## src/hdl/rbf_consts.vh

```
// Constants for the receive baseband output formatter.
// Assumes inclusion by hdl/rbf_formatter.v only.
`ifndef RBF_CONSTS_VH
`define RBF_CONSTS_VH
// Register byte offsets
`define RBF_REG_CTRL 8'h00
`define RBF_REG_STATUS 8'h04
// Control fields
`define RBF_CTRL_MODE 3:0
`define RBF_CTRL_WIDE 4
`define RBF_CTRL_GAIN 5
`define RBF_CTRL_EN 6
`define RBF_CTRL_DDR0 9:8
`define RBF_CTRL_DDR1 11:10
`define RBF_CTRL_DDR2 13:12
`define RBF_CTRL_RESET 32'h00000000
// Formatter modes
`define RBF_SINGLE_RATE_BYTE_FIXED 4'h0
`define RBF_SINGLE_RATE_BYTE_FLOAT 4'h1
`define RBF_SINGLE_RATE_NIBBLE_FIXED 4'h2
`define RBF_SINGLE_RATE_NIBBLE_FLOAT 4'h3
`define RBF_SINGLE_RATE_SERIAL_FIXED 4'h4
`define RBF_SINGLE_RATE_SERIAL_FLOAT 4'h5
`define RBF_DUAL_RATE_NIBBLE_FIXED 4'h6
`define RBF_DUAL_RATE_NIBBLE_FLOAT 4'h7
`define RBF_DUAL_RATE_SERIAL_FIXED 4'h8
`define RBF_DUAL_RATE_SERIAL_FLOAT 4'h9
`define RBF_TRIPLE_RATE_SERIAL_FIXED 4'hA
`define RBF_TRIPLE_RATE_SERIAL_FLOAT 4'hB
// Lane groups
`define RBF_LANES_BYTE9 2'h0
`define RBF_LANES_BYTE8 2'h1
`define RBF_LANES_NIBBLE 2'h2
`define RBF_LANES_SERIAL 2'h3
// Sample formats
`define RBF_FMT_FIX16 2'h0
`define RBF_FMT_FIX18 2'h1
`define RBF_FMT_FLOAT 2'h2
// Forwarded clock modes
`define RBF_DDR_MODE0 2'h0
`define RBF_DDR_MODE1 2'h1
// Transfers (clock edges) per complex sample
`define RBF_EDGES_BYTE 5'h04
`define RBF_EDGES_NIBBLE 5'h08
`define RBF_EDGES_SERIAL 5'h10
// Slot length minus one per forwarded clock mode
`define RBF_SLOT_FULL 2'h0
`define RBF_SLOT_HALF 2'h1
`define RBF_SLOT_QUARTER 2'h3
// Slot cycle at which a centred clock toggles
`define RBF_MID_FIRST 2'h0
`define RBF_MID_QUARTER 2'h1
// Shifter bits moved per transfer
`define RBF_SHIFT_BYTE9 4'h9
`define RBF_SHIFT_BYTE8 4'h8
`define RBF_SHIFT_NIBBLE 4'h4
`define RBF_SHIFT_SERIAL 4'h2
`endif

```

## src/hdl/rbf_formatter.v

```verilog
// Receive baseband output formatter: APB registers, three sample ports,
// twelve double-data-rate output pairs with forwarded clock and frame marker.
// Assumes the formatter source clock is ref_clk and samples arrive on it.
//
// Operation
// - Byte, nibble and serial port widths of 9 (8 for float), 4 and 2 lanes
// - Up to three output ports run at once, each with own rate
// - Float component is a mantissa plus a 4-bit exponent
// - Fixed component is 16 or 18 bits, no gain word
// - Fastest setting: forwarded clock toggles together with data
// - Half and quarter rate: clock toggles mid data interval
// - Byte fixed: 18-bit samples, 9 lanes, clock and marker
// - Byte float: mantissa and exponent on 8 lanes, clock, marker
// - Nibble: 16-bit fixed or 14-bit mantissa plus exponent, 4 lanes
// - Serial: samples on 2 lanes plus clock and marker
// - Dual nibble: two ports, four lanes, clock and marker each
// - Dual serial: two ports, two lanes, clock and marker each
// - Triple serial: three serial ports use all twelve pairs
// - Byte pair map: data 0-2, spare, 3-4, marker, clock, 5-8
// - Nibble pair map: port 0 pairs 0-5, port 1 pairs 6-11
// - Serial: each group of four pairs is data, data, marker, clock
// - One sample takes 2, 4 or 8 clock periods by width
// - Independent streams: 1 byte, 2 nibble, 3 serial
// - All twelve pairs are outputs only
// - Float output bypasses back-end gain control
`timescale 1ns/100ps
`default_nettype none
`include "rbf_consts.vh"

module rbf_port (
	input wire ref_clk,
	input wire arst_n,
	input wire en,
	input wire [1:0] lanes,
	input wire [1:0] fmt,
	input wire [1:0] ddr,
	input wire in_valid,
	input wire [17:0] in_i,
	input wire [17:0] in_q,
	input wire [3:0] in_exp,
	output reg in_ready,
	output wire [8:0] lane_bits,
	output reg marker,
	output reg fwd_clk
);
	reg [35:0] sr;
	reg [35:0] hold;
	reg full;
	reg [4:0] rem;
	reg [1:0] cnt;
	reg [1:0] len_m1;
	reg [1:0] half_m1;
	reg [3:0] shamt;
	reg [4:0] edges;
	reg [35:0] frame;
	wire tick;
	wire cap;
	wire load;
	wire next_full;

	// Narrow ports use the top lanes; the low ones carry don't-care bits
	assign lane_bits = sr[35:27];
	assign tick = (cnt == len_m1);
	assign cap = in_valid & in_ready;
	assign load = tick & (rem <= 5'h01) & full;
	// Capture wins over the drain of the same cycle
	assign next_full = cap | (full & ~load);

	always @* begin
		case (ddr)
		`RBF_DDR_MODE0: begin
			len_m1 = `RBF_SLOT_FULL;
			half_m1 = `RBF_MID_FIRST;
		end
		`RBF_DDR_MODE1: begin
			len_m1 = `RBF_SLOT_HALF;
			half_m1 = `RBF_MID_FIRST;
		end
		default: begin
			len_m1 = `RBF_SLOT_QUARTER;
			half_m1 = `RBF_MID_QUARTER;
		end
		endcase
		case (lanes)
		`RBF_LANES_BYTE9: begin
			shamt = `RBF_SHIFT_BYTE9;
			edges = `RBF_EDGES_BYTE;
		end
		`RBF_LANES_BYTE8: begin
			shamt = `RBF_SHIFT_BYTE8;
			edges = `RBF_EDGES_BYTE;
		end
		`RBF_LANES_NIBBLE: begin
			shamt = `RBF_SHIFT_NIBBLE;
			edges = `RBF_EDGES_NIBBLE;
		end
		default: begin
			shamt = `RBF_SHIFT_SERIAL;
			edges = `RBF_EDGES_SERIAL;
		end
		endcase
		// In-phase first, left aligned
		case (fmt)
		`RBF_FMT_FIX18: frame = {in_i, in_q};
		`RBF_FMT_FLOAT: frame = {in_i[13:0], in_q[13:0], in_exp, 4'h0};
		default: frame = {in_i[15:0], in_q[15:0], 4'h0};
		endcase
	end

	always @(posedge ref_clk or negedge arst_n) begin
		if (!arst_n) begin
			sr <= 36'h000000000;
			hold <= 36'h000000000;
			full <= 1'b0;
			rem <= 5'h00;
			cnt <= 2'h0;
			marker <= 1'b0;
			fwd_clk <= 1'b0;
			in_ready <= 1'b0;
		end else if (!en) begin
			// Disable empties the slot, so a new mode starts on a clean frame
			sr <= 36'h000000000;
			full <= 1'b0;
			rem <= 5'h00;
			cnt <= 2'h0;
			marker <= 1'b0;
			fwd_clk <= 1'b0;
			in_ready <= 1'b0;
		end else begin
			// Slot counter runs while idle; a new sample waits for the slot end
			cnt <= tick ? 2'h0 : cnt + 2'h1;
			if (cap)
				hold <= frame;
			full <= next_full;
			in_ready <= ~next_full;
			if (tick) begin
				if (rem > 5'h01) begin
					sr <= sr << shamt;
					rem <= rem - 5'h01;
					marker <= 1'b0;
				end else if (full) begin
					sr <= hold;
					rem <= edges;
					marker <= 1'b1;
				end else begin
					sr <= 36'h000000000;
					rem <= 5'h00;
					marker <= 1'b0;
				end
			end
			// Even edge count per sample, so the clock parks low
			if (ddr == `RBF_DDR_MODE0) begin
				if (tick && (rem > 5'h01 || full))
					fwd_clk <= ~fwd_clk;
			end else if (cnt == half_m1 && rem != 5'h00) begin
				fwd_clk <= ~fwd_clk;
			end
		end
	end
endmodule // rbf_port

module rbf_formatter (
	input wire ref_clk,
	input wire arst_n,
	input wire [7:0] paddr,
	input wire psel,
	input wire penable,
	input wire pwrite,
	input wire [31:0] pwdata,
	output reg [31:0] prdata,
	output reg pready,
	output reg pslverr,
	input wire s0_valid,
	input wire [17:0] s0_i,
	input wire [17:0] s0_q,
	input wire [3:0] s0_exp,
	output wire s0_ready,
	input wire s1_valid,
	input wire [17:0] s1_i,
	input wire [17:0] s1_q,
	input wire [3:0] s1_exp,
	output wire s1_ready,
	input wire s2_valid,
	input wire [17:0] s2_i,
	input wire [17:0] s2_q,
	input wire [3:0] s2_exp,
	output wire s2_ready,
	output reg [11:0] baseband_out_pair,
	output reg back_end_gain_control
);
	reg [31:0] ctrl;
	reg [1:0] lanes0;
	reg [1:0] lanes_n;
	reg [1:0] fmt;
	reg [1:0] nports;
	reg is_float;
	reg [11:0] next_pair;
	wire [3:0] mode;
	wire en;
	wire [2:0] port_en;
	wire [8:0] d0;
	wire [8:0] d1;
	wire [8:0] d2;
	wire [2:0] mark;
	wire [2:0] fclk;
	wire [7:0] l0;
	wire [7:0] ln;

	// Mode change while enabled is not guarded; software disables first
	assign mode = ctrl[`RBF_CTRL_MODE];
	assign en = ctrl[`RBF_CTRL_EN];
	// Ports beyond the stream count stay idle
	assign port_en = {en & (nports == 2'h3), en & (nports >= 2'h2), en};
	assign l0 = {6'h00, lanes0};
	assign ln = {6'h00, lanes_n};

	always @* begin
		is_float = mode[0];
		lanes_n = `RBF_LANES_SERIAL;
		case (mode)
		`RBF_SINGLE_RATE_BYTE_FIXED, `RBF_SINGLE_RATE_BYTE_FLOAT: begin
			lanes0 = is_float ? `RBF_LANES_BYTE8 : `RBF_LANES_BYTE9;
			nports = 2'h1;
		end
		`RBF_SINGLE_RATE_NIBBLE_FIXED, `RBF_SINGLE_RATE_NIBBLE_FLOAT: begin
			lanes0 = `RBF_LANES_NIBBLE;
			nports = 2'h1;
		end
		`RBF_DUAL_RATE_NIBBLE_FIXED, `RBF_DUAL_RATE_NIBBLE_FLOAT: begin
			lanes0 = `RBF_LANES_NIBBLE;
			lanes_n = `RBF_LANES_NIBBLE;
			nports = 2'h2;
		end
		`RBF_DUAL_RATE_SERIAL_FIXED, `RBF_DUAL_RATE_SERIAL_FLOAT: begin
			lanes0 = `RBF_LANES_SERIAL;
			nports = 2'h2;
		end
		`RBF_TRIPLE_RATE_SERIAL_FIXED, `RBF_TRIPLE_RATE_SERIAL_FLOAT: begin
			lanes0 = `RBF_LANES_SERIAL;
			nports = 2'h3;
		end
		default: begin
			lanes0 = `RBF_LANES_SERIAL;
			nports = 2'h1;
		end
		endcase
		// Wide fixed only fits the byte port
		if (is_float)
			fmt = `RBF_FMT_FLOAT;
		else if (ctrl[`RBF_CTRL_WIDE] && lanes0 == `RBF_LANES_BYTE9)
			fmt = `RBF_FMT_FIX18;
		else
			fmt = `RBF_FMT_FIX16;
	end

	// Ports 1 and 2 share one lane width; only port 0 can be byte wide
	rbf_port u_port0 (
		.ref_clk(ref_clk),
		.arst_n(arst_n),
		.en(port_en[0]),
		.lanes(lanes0),
		.fmt(fmt),
		.ddr(ctrl[`RBF_CTRL_DDR0]),
		.in_valid(s0_valid),
		.in_i(s0_i),
		.in_q(s0_q),
		.in_exp(s0_exp),
		.in_ready(s0_ready),
		.lane_bits(d0),
		.marker(mark[0]),
		.fwd_clk(fclk[0])
	);
	rbf_port u_port1 (
		.ref_clk(ref_clk),
		.arst_n(arst_n),
		.en(port_en[1]),
		.lanes(lanes_n),
		.fmt(fmt),
		.ddr(ctrl[`RBF_CTRL_DDR1]),
		.in_valid(s1_valid),
		.in_i(s1_i),
		.in_q(s1_q),
		.in_exp(s1_exp),
		.in_ready(s1_ready),
		.lane_bits(d1),
		.marker(mark[1]),
		.fwd_clk(fclk[1])
	);
	rbf_port u_port2 (
		.ref_clk(ref_clk),
		.arst_n(arst_n),
		.en(port_en[2]),
		.lanes(lanes_n),
		.fmt(fmt),
		.ddr(ctrl[`RBF_CTRL_DDR2]),
		.in_valid(s2_valid),
		.in_i(s2_i),
		.in_q(s2_q),
		.in_exp(s2_exp),
		.in_ready(s2_ready),
		.lane_bits(d2),
		.marker(mark[2]),
		.fwd_clk(fclk[2])
	);

	// Lane k of an L-lane port is lane_bits[9-L+k]; lowest lane carries the LSB
	always @* begin
		next_pair = 12'h000;
		if (lanes0 == `RBF_LANES_BYTE9 || lanes0 == `RBF_LANES_BYTE8) begin
			// Float leaves lane 8 idle, hence the shift by one
			if (lanes0 == `RBF_LANES_BYTE9)
				next_pair = {d0[8:5], fclk[0], mark[0], d0[4:3], 1'b0, d0[2:0]};
			else
				next_pair = {1'b0, d0[8:6], fclk[0], mark[0], d0[5:4], 1'b0, d0[3:1]};
		end else if (lanes0 == `RBF_LANES_NIBBLE) begin
			next_pair = {d1[8:5], fclk[1], mark[1], d0[8:7], fclk[0], mark[0], d0[6:5]};
		end else begin
			next_pair = {fclk[2], mark[2], d2[8:7], fclk[1], mark[1], d1[8:7],
				fclk[0], mark[0], d0[8:7]};
		end
	end

	always @(posedge ref_clk or negedge arst_n) begin
		if (!arst_n) begin
			baseband_out_pair <= 12'h000;
			back_end_gain_control <= 1'b0;
		end else begin
			baseband_out_pair <= next_pair;
			// Float samples carry their own exponent, so gain control stays off
			back_end_gain_control <= ctrl[`RBF_CTRL_GAIN] & ~is_float;
		end
	end

	// APB slave: answers in the first access cycle, never waits
	always @(posedge ref_clk or negedge arst_n) begin
		if (!arst_n) begin
			ctrl <= `RBF_CTRL_RESET;
			prdata <= 32'h00000000;
			pready <= 1'b0;
			pslverr <= 1'b0;
		end else begin
			pready <= psel & ~penable;
			pslverr <= 1'b0;
			prdata <= 32'h00000000;
			if (psel && !penable) begin
				case (paddr)
				`RBF_REG_CTRL: begin
					prdata <= {18'h0, ctrl[13:0]};
				end
				`RBF_REG_STATUS: begin
					// Decoded configuration, for software sanity checks
					prdata <= {19'h0,
						l0[1:0],
						ln[1:0],
						nports,
						back_end_gain_control,
						port_en,
						s2_ready,
						s1_ready,
						s0_ready};
				end
				default: pslverr <= 1'b1;
				endcase
			end
			// Write lands only at the completing access edge
			if (psel && penable && pready && pwrite && paddr == `RBF_REG_CTRL)
				ctrl <= {18'h0, pwdata[13:0]};
		end
	end
endmodule // rbf_formatter
`default_nettype wire
```

## config.mk

```make
export PLATFORM = sky130hd
export DESIGN_NAME = rbf_formatter
export DESIGN_NICKNAME = d
export VERILOG_FILES = /design/src/hdl/rbf_formatter.v
export VERILOG_INCLUDE_DIRS = /design/src /design/src/hdl
export SDC_FILE = /design/constraint.sdc
export NUM_CORES = 1
export LEC_CHECK = 0
export BUFFER_PORTS_ARGS = -buffer_cell sky130_fd_sc_hd__buf_2
export CAP_MARGIN = 20
export CORE_MARGIN = 2
export CORE_UTILIZATION = 53
export DETAILED_ROUTE_END_ITERATION = 8
export PLACE_DENSITY = 0.77
export SYNTH_ARGS = -nofsm -noshare
export SYNTH_HDL_FRONTEND = slang
export SYNTH_SLANG_ARGS = --single-unit
```

## constraint.sdc

```tcl
create_clock -name ref_clk -period 3.3 [get_ports ref_clk]
set_clock_uncertainty 0.15 [all_clocks]
set_input_delay 0.33 -clock ref_clk [delete_from_list [all_inputs] [get_ports ref_clk]]
set_output_delay 0.33 -clock ref_clk [all_outputs]
set_load 0.1 [all_outputs]
```

== After elaboration in Yosys (flattened, before gate mapping) ==
Cells that the tools add are included.

* Flip-flop bits (word level): 310
* Bits of input ports: 168

* Add/subtract/negate cells: 6
* Magnitude comparators: 7
* Equal/unequal tests: 35
* Shift operators: 3
* Mux-type cells: 86
* Bitwise operators: 30
* Reductions and logical operators: 44

{| class="wikitable"
|+ Operators with widths
! cell !! count
|-
| $mux 36 || 12
|-
| $pmux 36 s2 || 3
|-
| $shl 36x4->36 || 3
|-
| $mux 5 || 12
|-
| $mux 1 || 38
|-
| $mux 12 || 3
|-
| $pmux 14 s2 || 1
|-
| $pmux 4 s3 || 2
|-
| $pmux 2 s2 || 5
|-
| $pmux 5 s2 || 2
|-
| $reduce_or 2->1 || 9
|-
| $and 1x1->1 || 16
|-
| $eq 4x4->1 const B || 4
|-
| $gt 5x1->1 const B || 3
|-
| $le 5x1->1 const B || 3
|-
| $ne 3x3->1 const B || 5
|-
| $reduce_bool 5->1 || 3
|-
| $sub 5x1->5 const B || 3
|-
| $mux 14 || 1
|-
| $mux 2 || 7
|-
| $eq 2x1->1 const B || 6
|-
| $logic_and 1x1->1 || 12
|-
| $reduce_and 2->1 || 6
|-
| $not 1->1 || 11
|-
| other kinds (19) || 41
|}

== Logic depth before layout (Yosys ltp) ==
Gate-level depths: netlist (run 1).

* Depth after elaboration: 10
* Gate-level depth with buffers: 13
* Mapped depth without buffers: 9

== Cells and area by module ==
Synthesis (run 1) repeated with hierarchy kept, for this count alone.

* Cell total of the unflattened synthesis: 1800
* Area total of the unflattened synthesis: 17755.8 um^2

{| class="wikitable"
|+ Modules (own cells, without submodules)
! module !! instances !! cells an instance !! area each (um^2) !! seq. area each (um^2)
|-
| rbf_port || 3 || 540 || 5221.3 || 2077.0
|-
| rbf_formatter || 1 || 180 || 2092.0 || 1076.0
|}

== Least setup slack after synthesis (run 1) ==
OpenSTA, ideal clock, no wires.

* Path kind: register to register
* Start point: register ctrl[1]
* End point: register u_port0.sr[32]
* Setup time: 90 ps
* Arrival time: 2904 ps
* Slack: 156 ps
* Cell stages (with the launch flop): 12
* Period minus slack after synthesis: 3144 ps
* Cell sequence: dfrtp_1 -> or3_1 -> buf_2 -> clkinv_2 -> clkbuf_1 -> ha_1 -> buf_2 -> buf_2 -> buf_2 -> mux4_2 -> or2_2 -> o221ai_1

* Cells in the longest elaborated chain, start to end: 9
* Elaborated cells on any way between the ends: 17
* Classes of those cells: 7 x eq/ne; 1 x shift; 5 x mux; 4 x reduce/logical

{| class="wikitable"
|+ Ends and longest elaborated chain
! item !! line !! text
|-
| start, declared || rbf_formatter.v:191 || <nowiki>reg [31:0] ctrl;</nowiki>
|-
| start signal, assigned || rbf_formatter.v:337 || <nowiki>ctrl <= `RBF_CTRL_RESET;</nowiki>
|-
| start signal, assigned || rbf_formatter.v:367 || <nowiki>ctrl <= {18'h0, pwdata[13:0]};</nowiki>
|-
| $eq 4x3->1, or another cell as far along || rbf_formatter.v:220 || <nowiki>case (mode)</nowiki>
|-
| $reduce_or 4->1 (no line) or $reduce_or 2->1 (tied branches) || -- ||
|-
| $pmux 2 s2 * || rbf_formatter.v:220 ||
|-
| $eq 2x2->1, or another cell as far along || rbf_formatter.v:84 || <nowiki>case (lanes)</nowiki>
|-
| $pmux 4 s3 * || rbf_formatter.v:84 ||
|-
| $shl 36x4->36 * || rbf_formatter.v:138 || <nowiki>sr <= sr << shamt;</nowiki>
|-
| $mux 36 * || rbf_formatter.v:137 || <nowiki>if (rem > 5'h01) begin</nowiki>
|-
| $mux 36 * || rbf_formatter.v:136 || <nowiki>if (tick) begin</nowiki>
|-
| $mux 36 * || rbf_formatter.v:120 || <nowiki>end else if (!en) begin</nowiki>
|-
| end signal, assigned || rbf_formatter.v:138 ||
|-
| end signal, assigned || rbf_formatter.v:142 || <nowiki>sr <= hold;</nowiki>
|-
| end, declared || rbf_formatter.v:46 || <nowiki>reg [35:0] sr;</nowiki>
|}

Mark *: on every way between the ends. The rest lies on a longest branch, timed or not. The select of a mux whose other input is x is not followed.
A chain may end at the register's enable or synchronous reset.

== Worst setup path after layout (run 1) ==
* Start point: register ctrl[1]
* End point: register u_port0.sr[17]

The elaborated chain is that of the path after synthesis.

==> results.sh, run 1 <==
export IMPL_rows=64
export IMPL_async_reset_ff_share_pct=100
export IMPL_drtPass1Iterations=6
export IMPL_cts_tree="done"
export IMPL_grt_busiest_layer="met2"
export IMPL_design_die_area_um2=32600
export IMPL_syn_inst=1900
export IMPL_die_w_um=180
export IMPL_drt_total_wl_um=46700
export IMPL_path_clk_slew_ps=60
export IMPL_setup_viol=0
export IMPL_finish_net_count=2240
export IMPL_yosys_cell_types_count=73
export IMPL_power_leakage_nw=8.53
export IMPL_period_share_pct=90.0
export IMPL_maxCapViolations=0
export IMPL_yosys_top_cells_area="dfrtp_1, nand2_1, a21oi_1"
export IMPL_worst_slew_pin_slew_ps=989
export IMPL_die_h_um=180
export IMPL_postCtsResizedCells=0
export IMPL_drt_initial_drc_count=1566
export IMPL_place_congestion=0.916
export IMPL_layout_min_cycle_time_ps=2970
export IMPL_grt_max_degree=198
export IMPL_wire_per_inst_um=18.8
export IMPL_outcome="completed"
export IMPL_synth_edf_count=0
export IMPL_cp_arrival_ps=3210
export IMPL_synth_top_cells_by_count="nand2_1, dfrtp_1, a21oi_1"
export IMPL_drive_gt1_share_pct=16.8
export IMPL_clock_path_buffers=3
export IMPL_cp_required_ps=3540
export IMPL_use_met1_pct=42.2
export IMPL_peakVddDrop_uv=335
export IMPL_gr_total_overflow=0
export IMPL_postCtsSetupBuffers=0
export IMPL_gr_usage_met2_pct=42.9
export IMPL_io_pins=218
export IMPL_crit_path_start_kind="register"
export IMPL_htreeDepth=2
export IMPL_crit_fanout=32
export IMPL_rsz0062_at_grt="false"
export IMPL_grt_met3_usage_pct=3.64
export IMPL_cts_buffers=34
export IMPL_tns_ps=0
export IMPL_synthToLayoutAreaGrowth_pct=17.7
export IMPL_slew_headroom_pct=34.1
export IMPL_cts_sinks=292
export IMPL_num_vias=15300
export IMPL_grt_pass1_wl_um=75400
export IMPL_critPathKind="reg2reg"
export IMPL_drtAntennaViolNets=0
export IMPL_ys_ff_latch=292
export IMPL_grt_usage_pct=28.0
export IMPL_routed_via_density=6.17
export IMPL_port_buffer_count=181
export IMPL_worst_slack_ps=329
export IMPL_cts_root_buffer="clkbuf_16"
export IMPL_max_freq_mhz=337
export IMPL_grt_pass1_vias=14200
export IMPL_synth_top_cell_by_area="dfrtp_1"
export IMPL_syn_avg_cell_area_um2=8.69
export IMPL_synth_ff_type="dfrtp_1"
export IMPL_core_area_um2=30700
export IMPL_crit_path_end_kind="register"
export IMPL_yosysTopAreaCellShare_pct=44.3
export IMPL_start_util_pct=53.8
export IMPL_clkLatencyLatePin_ps=510
export IMPL_final_hold_viol_count=0
export IMPL_yosys_warnings=0
export IMPL_dp_slack_ps=369
export IMPL_p_per_area_nw_per_um2=559
export IMPL_hpwl_um=30500
export IMPL_slew_violations=0
export IMPL_hold_class="in2reg"
export IMPL_yosysSeqAreaShare_pct=44.3
export IMPL_yosysMostFrequentCell="nand2_1"
export IMPL_antenna_found_initial=1
export IMPL_synth_area_um2=16500
export IMPL_remaining_drc_errors=0
[final cells by class]
class | count | area, um2
Clock inverter | 11 | 129
Inverter | 23 | 87.6
Fill cell | 2511 | 11200
Sequential cell | 292 | 7310
Clock buffer | 50 | 1010
Antenna cell | 1 | 2.50
Tap cell | 396 | 495
Timing Repair Buffer | 289 | 1970
Multi-Input combinational cell | 1420 | 8420
[kinds of logic after synthesis]
logic type	count (synthesis)	synth area share [%]
flip-flops	292	44.3
other	1	0.0227
AND/OR/NAND/NOR	624	16.5
multiplexers	102	7.51
buffers and inverters	205	5.46
AO/OA/AOI/OAI	655	24.8
adder cells (fa/ha/maj)	12	0.910
XOR/XNOR	9	0.477
[through the flow]
step | instance area (um2) | std cells | hold slack [ps] | util [%] | total power, mW
2_1_floorplan | 16600 | 1917 | -116 | - | 6.13
3_3_place_gp | 17600 | 2354 | 285 | 57.4 | 6.93
3_5_place_dp | 17600 | 2354 | 287 | 57.4 | 6.98
4_1_cts | 19400 | 2481 | 0.112 | 63.3 | 10.8
5_1_grt | 19400 | 2482 | 22.8 | 63.3 | 11.3
6_report | 19400 | 2482 | 7.99 | 63.3 | 10.8
[report_power, final]
part	switching [mW]	internal (mW)	total, mW
Sequential	0.497	4.02	4.52
Clock	1.50	2.29	3.79
Combinational	1.60	0.945	2.54
[placed cells by master, fill, tap and decap left out, types with 18 or more instances in the layout]
cell / instances
buf_2: 180
clkbuf_16: 34
mux2_2: 19
a22o_1: 78
mux2i_1: 65
a221o_1: 34
nand2_1: 385
nor2_1: 46
a21oi_1: 281
dlygate4sd3_1: 66
o21ai_0: 140
dfrtp_1: 290
buf_4: 36
inv_1: 20
nand3_1: 108
a22oi_1: 29
conb_1: 18
[flip-flops by register name, summed over array words and instances, names as in the netlist, 2 cells and up]
name,cells
prdata,14
u_port2.sr,36
baseband_out_pair,12
u_port0.sr,36
u_port0.cnt,2
u_port2.rem,5
u_port2.hold,36
u_port0.hold,36
u_port0.rem,5
u_port2.cnt,2
u_port1.cnt,2
u_port1.rem,5
u_port1.hold,36
ctrl,14
u_port1.sr,36
[final timing paths]
kind | slack, ps | depth (start not counted) | startpoint | to
max | 330 | 8 | ctrl[1]$_DFFE_PN0P_ | u_port0.sr[17]$_DFFE_PN0P_
min | 8 | 3 | s2_i[1] | u_port2.hold[23]$_DFFE_PN0P_
max reg2reg | 330 | 8 | ctrl[1]$_DFFE_PN0P_ | u_port0.sr[17]$_DFFE_PN0P_
min reg2reg | 330 | 2 | u_port2.hold[35]$_DFFE_PN0P_ | u_port2.hold[35]$_DFFE_PN0P_
max in group asynchronous | 1810 | 3 | arst_n | ctrl[0]$_DFFE_PN0P_
min in group asynchronous | 300 | 2 | arst_n | u_port0.in_ready$_DFF_PN0_
[layer usage]
metal	up-vias	part of all wire [%]
met2	692	45
met5	-	0
met4	0	2.0
met3	70	7.6
met1	7448	46
li1	7115	-
[worst max-delay path: stages (launching register included)]
cell	delay, ps
dfrtp_1	450
o21bai_1	370
ha_2	280
buf_4	420
mux2i_1	430
mux2i_1	120
mux2i_1	280
o2bb2ai_1	100
a211o_1	230
[timing repair]
item	in CTS	in global routing
endpoints found under the setup margin	0	0
hold endpoints to repair	162	0
hold buffers	66	0
Note: power is estimated with default switching activity, not from simulation.
==> run 2: changes to the inputs <==
--- a/config.mk
+++ b/config.mk
@@ -6,9 +6,10 @@
 export SDC_FILE = /design/constraint.sdc
 export NUM_CORES = 1
 export LEC_CHECK = 0
+export ABC_AREA = 1
 export BUFFER_PORTS_ARGS = -buffer_cell sky130_fd_sc_hd__buf_2
 export CAP_MARGIN = 20
-export CORE_MARGIN = 2
+export CORE_MARGIN = 1.5
 export CORE_UTILIZATION = 53
 export DETAILED_ROUTE_END_ITERATION = 8
 export PLACE_DENSITY = 0.77
==> run 2 against run 1 <==
Net effect: via count grew 11%; critical path depth grew 3; first-iteration DRC count grew 25%; global-route usage grew 1.8 points; worst setup slack lost 140 ps; core utilization grew 1.2 points; sequential share of layout area shrank 1.0 points; worst hold slack lost 6.0 ps; critical path type unchanged; non-clock buffer count grew 27; register-to-register slack lost 140 ps.
==> results.sh, run 2 <==
export IMPL_power_leakage_nw=10.0
export IMPL_rows=64
export IMPL_htreeDepth=2
export IMPL_outcome="completed"
export IMPL_synth_area_um2=16800
export IMPL_crit_path_end_kind="register"
export IMPL_gr_usage_met2_pct=48.2
export IMPL_gr_total_overflow=0
export IMPL_antenna_found_initial=0
export IMPL_hold_class="in2reg"
export IMPL_grt_usage_pct=29.7
export IMPL_core_area_um2=30900
export IMPL_timing_rr_start="ctrl[2]$_DFFE_PN0P_"
export IMPL_synth_ff_type="dfrtp_1"
export IMPL_synthToLayoutAreaGrowth_pct=18.8
export IMPL_peakVddDrop_uv=367
export IMPL_grt_pass1_vias=16000
export IMPL_crit_top_cell="nand2_1"
export IMPL_cts_root_buffer="clkbuf_16"
export IMPL_num_vias=17000
export IMPL_drt_total_wl_um=48800
export IMPL_grt_busiest_layer="met2"
export IMPL_cts_sinks=292
export IMPL_yosysSeqAreaShare_pct=43.5
export IMPL_synth_top_cell_by_area="dfrtp_1"
export IMPL_crit_path_start_kind="register"
export IMPL_holdWs_ps=1.98
export IMPL_layout_cells_most_common_list="nand2_1, nand3_1, dfrtp_1"
export IMPL_cp_slowest_cell="dlygate4sd3_1"
export IMPL_final_cells=2967
export IMPL_synth_edf_count=0
export IMPL_dp_slack_ps=363
export IMPL_cts_tree="done"
export IMPL_rsz0062_at_grt="false"
export IMPL_start_util_pct=54.3
export IMPL_slew_headroom_pct=29.4
export IMPL_tns_ps=0
export IMPL_crit_family="buffers and inverters"
export IMPL_clkLatencyLatePin_ps=530
export IMPL_yosys_cell_types_count=43
export IMPL_slew_violations=0
export IMPL_finish_net_count=2727
export IMPL_maxCapViolations=0
export IMPL_io_pins=218
export IMPL_grt_pass1_wl_um=79800
export IMPL_p_per_area_nw_per_um2=541
export IMPL_drive_gt1_share_pct=12.6
export IMPL_die_h_um=181
export IMPL_wire_per_inst_um=16.4
export IMPL_cp_slowest_stage_delay_ps=630
export IMPL_yosys_warnings=0
export IMPL_cts_buffers=34
export IMPL_fin_util_pct=64.5
export IMPL_final_hold_viol_count=0
export IMPL_port_buffer_count=181
export IMPL_syn_avg_cell_area_um2=7.16
export IMPL_ys_ff_latch=292
export IMPL_min_from="s1_i[8]"
export IMPL_period_share_pct=94.4
export IMPL_design_die_area_um2=32700
export IMPL_async_reset_ff_share_pct=100
export IMPL_critPathKind="reg2reg"
export IMPL_worst_slack_ps=185
export IMPL_final_common_cell="nand2_1"
export IMPL_remaining_drc_errors=0
export IMPL_layout_min_cycle_time_ps=3120
export IMPL_drt_initial_drc_count=1955
export IMPL_diodes=0
export IMPL_crit_path_start="ctrl[2]$_DFFE_PN0P_"
export IMPL_syn_inst=2344
export IMPL_synth_top_cells_by_count="nand2_1, nand3_1, dfrtp_1"
export IMPL_drtAntennaViolNets=0
export IMPL_yosysTopAreaCellShare_pct=43.5
export IMPL_routed_via_density=5.73
export IMPL_yosysMostFrequentCell="nand2_1"
export IMPL_clock_path_buffers=3
export IMPL_worst_slew_pin_slew_ps=1060
export IMPL_hpwl_um=31900
export IMPL_cp_required_ps=3550
export IMPL_setup_viol=0
export IMPL_grt_max_degree=98
export IMPL_place_congestion=0.912
export IMPL_crit_chain="nor2_1, inv_1, o22ai_1, ha_1, nand2_1, nand2_2, clkinvlp_4, buf_4, nand2_1, a41oi_1, dlygate4sd3_1"
export IMPL_grt_met3_usage_pct=4.80
export IMPL_timing_critical_path_buf_inv=4
export IMPL_max_freq_mhz=321
export IMPL_yosys_top_cells_area="dfrtp_1, nand2_1, nand3_1"
export IMPL_drtPass1Iterations=7
export IMPL_cp_arrival_ps=3370
export IMPL_die_w_um=181
export IMPL_dp_cells=2813
export IMPL_crit_fanout=23
export IMPL_use_met1_pct=40.4
export IMPL_path_clk_slew_ps=60
-- run 2: layout make-up --
type | count | area (um2)
sequential | 292 | 7310
clock inverter | 12 | 138
clock buffer | 48 | 1000
multi-input combinational | 1680 | 7930
inverter | 223 | 841
tap | 396 | 495
fill | 2633 | 11000
timing repair buffer | 316 | 2210
-- run 2: path summary, 6_finish.rpt --
path,endpoint,slack (ps),cells after the start
max reg2reg,u_port2.hold[15]$_DFFE_PN0P_,180,11
max,u_port2.hold[15]$_DFFE_PN0P_,180,11
min in group asynchronous,u_port0.sr[26]$_DFFE_PN0P_,290,2
max in group asynchronous,u_port1.sr[16]$_DFFE_PN0P_,1770,3
min reg2reg,u_port0.sr[7]$_DFFE_PN0P_,330,2
min,u_port1.hold[26]$_DFFE_PN0P_,2,5
-- run 2: power breakdown --
part           switching, mW  internal, mW
Clock                   1.56          2.30
Sequential             0.330          4.01
Combinational           1.77         0.815
-- run 2: cells by family after synthesis --
group / Yosys count / share of synthesized area (%)
buffers and inverters: 389 / 9.71
other: 1 / 0.0223
AO/OA/AOI/OAI: 329 / 11.9
adder cells (fa/ha/maj): 12 / 0.895
flip-flops: 292 / 43.5
AND/OR/NAND/NOR: 1307 / 33.2
XOR/XNOR: 14 / 0.776
-- run 2: worst register-to-register path, stage by stage (launching register included) --
cell and delay [ps]:
dfrtp_1 480, nor2_1 170, inv_1 100, o22ai_1 260
ha_1 240, nand2_1 120, nand2_2 120, clkinvlp_4 230
buf_4 300, nand2_1 90, a41oi_1 120, dlygate4sd3_1 630
-- run 2: layer usage --
metal	routed length (um)	share of wire, %
met1	21200	43
met2	22800	47
met3	3370	6.9
met4	1400	2.9
met5	0	0
-- run 2: metrics by stage --
step	area (um2)	total power [mW]
after detailed placement	17800	6.88
after floorplan	16800	6.15
after global placement	17800	6.81
after global routing	19900	11.3
after CTS	19900	10.8
final	19900	10.8
-- run 2: repair_timing --
action                                  in CTS  in global routing
hold buffers                                91                  0
resized for setup                            0                  4
hold endpoints to repair                   164                  0
setup buffers                                0                  3
endpoints found under the setup margin       0                 17
==> run 3: changes to the inputs <==
--- a/config.mk
+++ b/config.mk
@@ -6,13 +6,13 @@
 export SDC_FILE = /design/constraint.sdc
 export NUM_CORES = 1
 export LEC_CHECK = 0
-export ABC_AREA = 1
+export ABC_AREA = 0
 export BUFFER_PORTS_ARGS = -buffer_cell sky130_fd_sc_hd__buf_2
 export CAP_MARGIN = 20
 export CORE_MARGIN = 1.5
-export CORE_UTILIZATION = 53
+export CORE_UTILIZATION = 30
 export DETAILED_ROUTE_END_ITERATION = 8
-export PLACE_DENSITY = 0.77
+export RECOVER_POWER = 100
 export SYNTH_ARGS = -nofsm -noshare
 export SYNTH_HDL_FRONTEND = slang
 export SYNTH_SLANG_ARGS = --single-unit
==> run 3 against run 2 <==
Net effect: the run now ends with max-capacitance violations, max-slew violations left; sequential cell count is the same; non-clock buffer count grew 20; design area grew 1.3%; fmax grew 2.8%; die area grew 72%; worst setup slack gained 85 ps; critical path depth shrank 6; routed wire length grew 6.6%; global-route usage shrank 11 points; worst hold slack gained 4.7 ps; sequential power grew 3%; clock power grew 4%.
==> results.sh, run 3 (synthesis results as in run 1) <==
export IMPL_drt_initial_drc_count=1333
export IMPL_gr_total_overflow=0
export IMPL_postCtsResizedCells=0
export IMPL_fillers=5415
export IMPL_grt_pass1_vias=14700
export IMPL_remaining_drc_errors=0
export IMPL_path_clk_slew_ps=60
export IMPL_clkLatencyLatePin_ps=550
export IMPL_p_comb_share_pct=23.5
export IMPL_outcome="complete, but fails checks"
export IMPL_drtPass1Iterations=7
export IMPL_hpwl_um=34900
export IMPL_die_h_um=238
export IMPL_rows=85
export IMPL_wire_per_inst_um=18.4
export IMPL_core_area_um2=54100
export IMPL_p_per_area_nw_per_um2=549
export IMPL_critPathKind="reg2reg"
export IMPL_postCtsSetupBuffers=0
export IMPL_crit_path_start_kind="register"
export IMPL_finish_net_count=2289
export IMPL_cts_buffers=36
export IMPL_place_congestion=0.866
export IMPL_die_w_um=238
export IMPL_port_buffer_count=181
export IMPL_violations="max-capacitance violations, max-slew violations"
export IMPL_io_pins=218
export IMPL_cts_sinks=292
export IMPL_grt_max_degree=198
export IMPL_worst_slew_pin_slew_ps=2040
export IMPL_cp_required_ps=3610
export IMPL_antenna_found_initial=2
export IMPL_synthToLayoutAreaGrowth_pct=22.4
export IMPL_slew_headroom_pct=-36.0
export IMPL_grt_pass1_wl_um=82700
export IMPL_drive_gt1_share_pct=14.6
export IMPL_drtAntennaViolNets=0
export IMPL_cts_root_buffer="clkbuf_16"
export IMPL_routed_via_density=5.40
export IMPL_design_area_um2=20200
export IMPL_htreeDepth=2
export IMPL_setup_viol=0
export IMPL_maxCapViolations=2
export IMPL_cts_tree="done"
export IMPL_layout_cells_most_common_list="nand2_1, dfrtp_1, a21oi_1"
export IMPL_placed_area_um2=18100
export IMPL_cts_hold_buf=104
export IMPL_final_hold_viol_count=0
export IMPL_power_leakage_nw=8.59
export IMPL_p_sw_mw=3.67
export IMPL_clock_path_buffers=3
export IMPL_grt_usage_pct=18.3
export IMPL_num_vias=15300
export IMPL_clkPwrFrac_pct=36.2
export IMPL_max_freq_mhz=330
export IMPL_crit_path_end_kind="register"
export IMPL_start_util_pct=30.5
export IMPL_power_internal_mw=7.41
export IMPL_seq_power_share_pct=40.3
export IMPL_layout_min_cycle_time_ps=3030
export IMPL_drt_total_wl_um=52000
export IMPL_final_common_cell="nand2_1"
export IMPL_tns_ps=0
export IMPL_rsz0062_at_grt="false"
export IMPL_swShare_pct=33.1
export IMPL_slew_violations=84
export IMPL_period_share_pct=91.8
export IMPL_peakVddDrop_uv=298
export IMPL_crit_fanout=11
export IMPL_design_die_area_um2=56400
export IMPL_cp_arrival_ps=3340
export IMPL_hold_class="in2reg"
==> run 3: changes by cell type in the layout (fill, tap and decap cells not counted), sizes merged, moves of 31 or more <==
cell,before,now
inv,220,23
mux2i,0,65
nor2,111,48
o22ai,49,7
a22o,0,78
nand4,42,2
buf,225,185
a21oi,57,281
nand2,809,386
a221o,0,34
nand3,332,111
a41oi,32,1
clkbuf,48,96
==> run 3: metrics by stage <==
stage                     cells  hold slack (ps)  utilization [%]  setup WS, ps  power [mW]
after floorplan            1917             -116                -           156        6.13
after global routing       2832             20.5             37.3           186        11.6
after detailed placement   2663              214             33.5           479        7.04
final                      2832             6.70             37.3           270        11.1
after global placement     2663              213             33.5           459        7.01
after CTS                  2831            0.734             37.6           433        11.2
==> run 3: routing by layer <==
layer / wire length [um] / GRT usage (%) / vias up
met5: 0 / 0 / -
met4: 1630 / 6.58 / 0
met3: 3470 / 3.05 / 94
met2: 23200 / 28.3 / 573
met1: 23600 / 25.6 / 7396
li1: - / - / 7220
==> run 3: worst max-delay path: stages, from the launching register on <==
cell	delay, ps
dfrtp_1	420
or3_1	420
nor3_1	1340
a21oi_1	290
o21a_1	210
o22ai_1	100
==> run 3: final timing paths <==
| check | start | to | slack [ps] | depth (start not counted) |
|---|---|---|---|---|
| worst min-delay path | s0_q[8] | u_port0.hold[16]$_DFFE_PN0P_ | 7 | 3 |
| worst max register to register | u_port0.rem[3]$_DFFE_PN0P_ | u_port0.sr[12]$_DFFE_PN0P_ | 270 | 5 |
| max in group asynchronous | arst_n | ctrl[0]$_DFFE_PN0P_ | 760 | 2 |
| worst min register to register | u_port2.hold[33]$_DFFE_PN0P_ | u_port2.hold[33]$_DFFE_PN0P_ | 330 | 2 |
| min in group asynchronous | arst_n | u_port2.hold[30]$_DFFE_PN0P_ | 750 | 2 |
| worst max-delay path | u_port0.rem[3]$_DFFE_PN0P_ | u_port0.sr[12]$_DFFE_PN0P_ | 270 | 5 |
==> run 3: area by class of cell <==
type / count / area, um2 / area share [%]
Timing Repair Buffer: 336 / 2370 / 11.7
Inverter: 23 / 87.6 / 0.434
Multi-Input combinational cell: 1420 / 8360 / 41.4
Clock buffer: 49 / 1030 / 5.10
Clock inverter: 15 / 163 / 0.805
Sequential cell: 292 / 7310 / 36.2
Tap cell: 696 / 871 / 4.31
Antenna cell: 1 / 2.50 / 0.0124
==> run 3: power by group through the flow <==
stage | clock [mW] | sequential [mW] | combinational, mW
floorplan | 0 | 4.58 | 1.55
global placement | 0 | 4.50 | 2.51
detailed placement | 0 | 4.51 | 2.52
CTS | 4.10 | 4.45 | 2.63
global route | 4.25 | 4.51 | 2.86
finish | 4.01 | 4.47 | 2.61
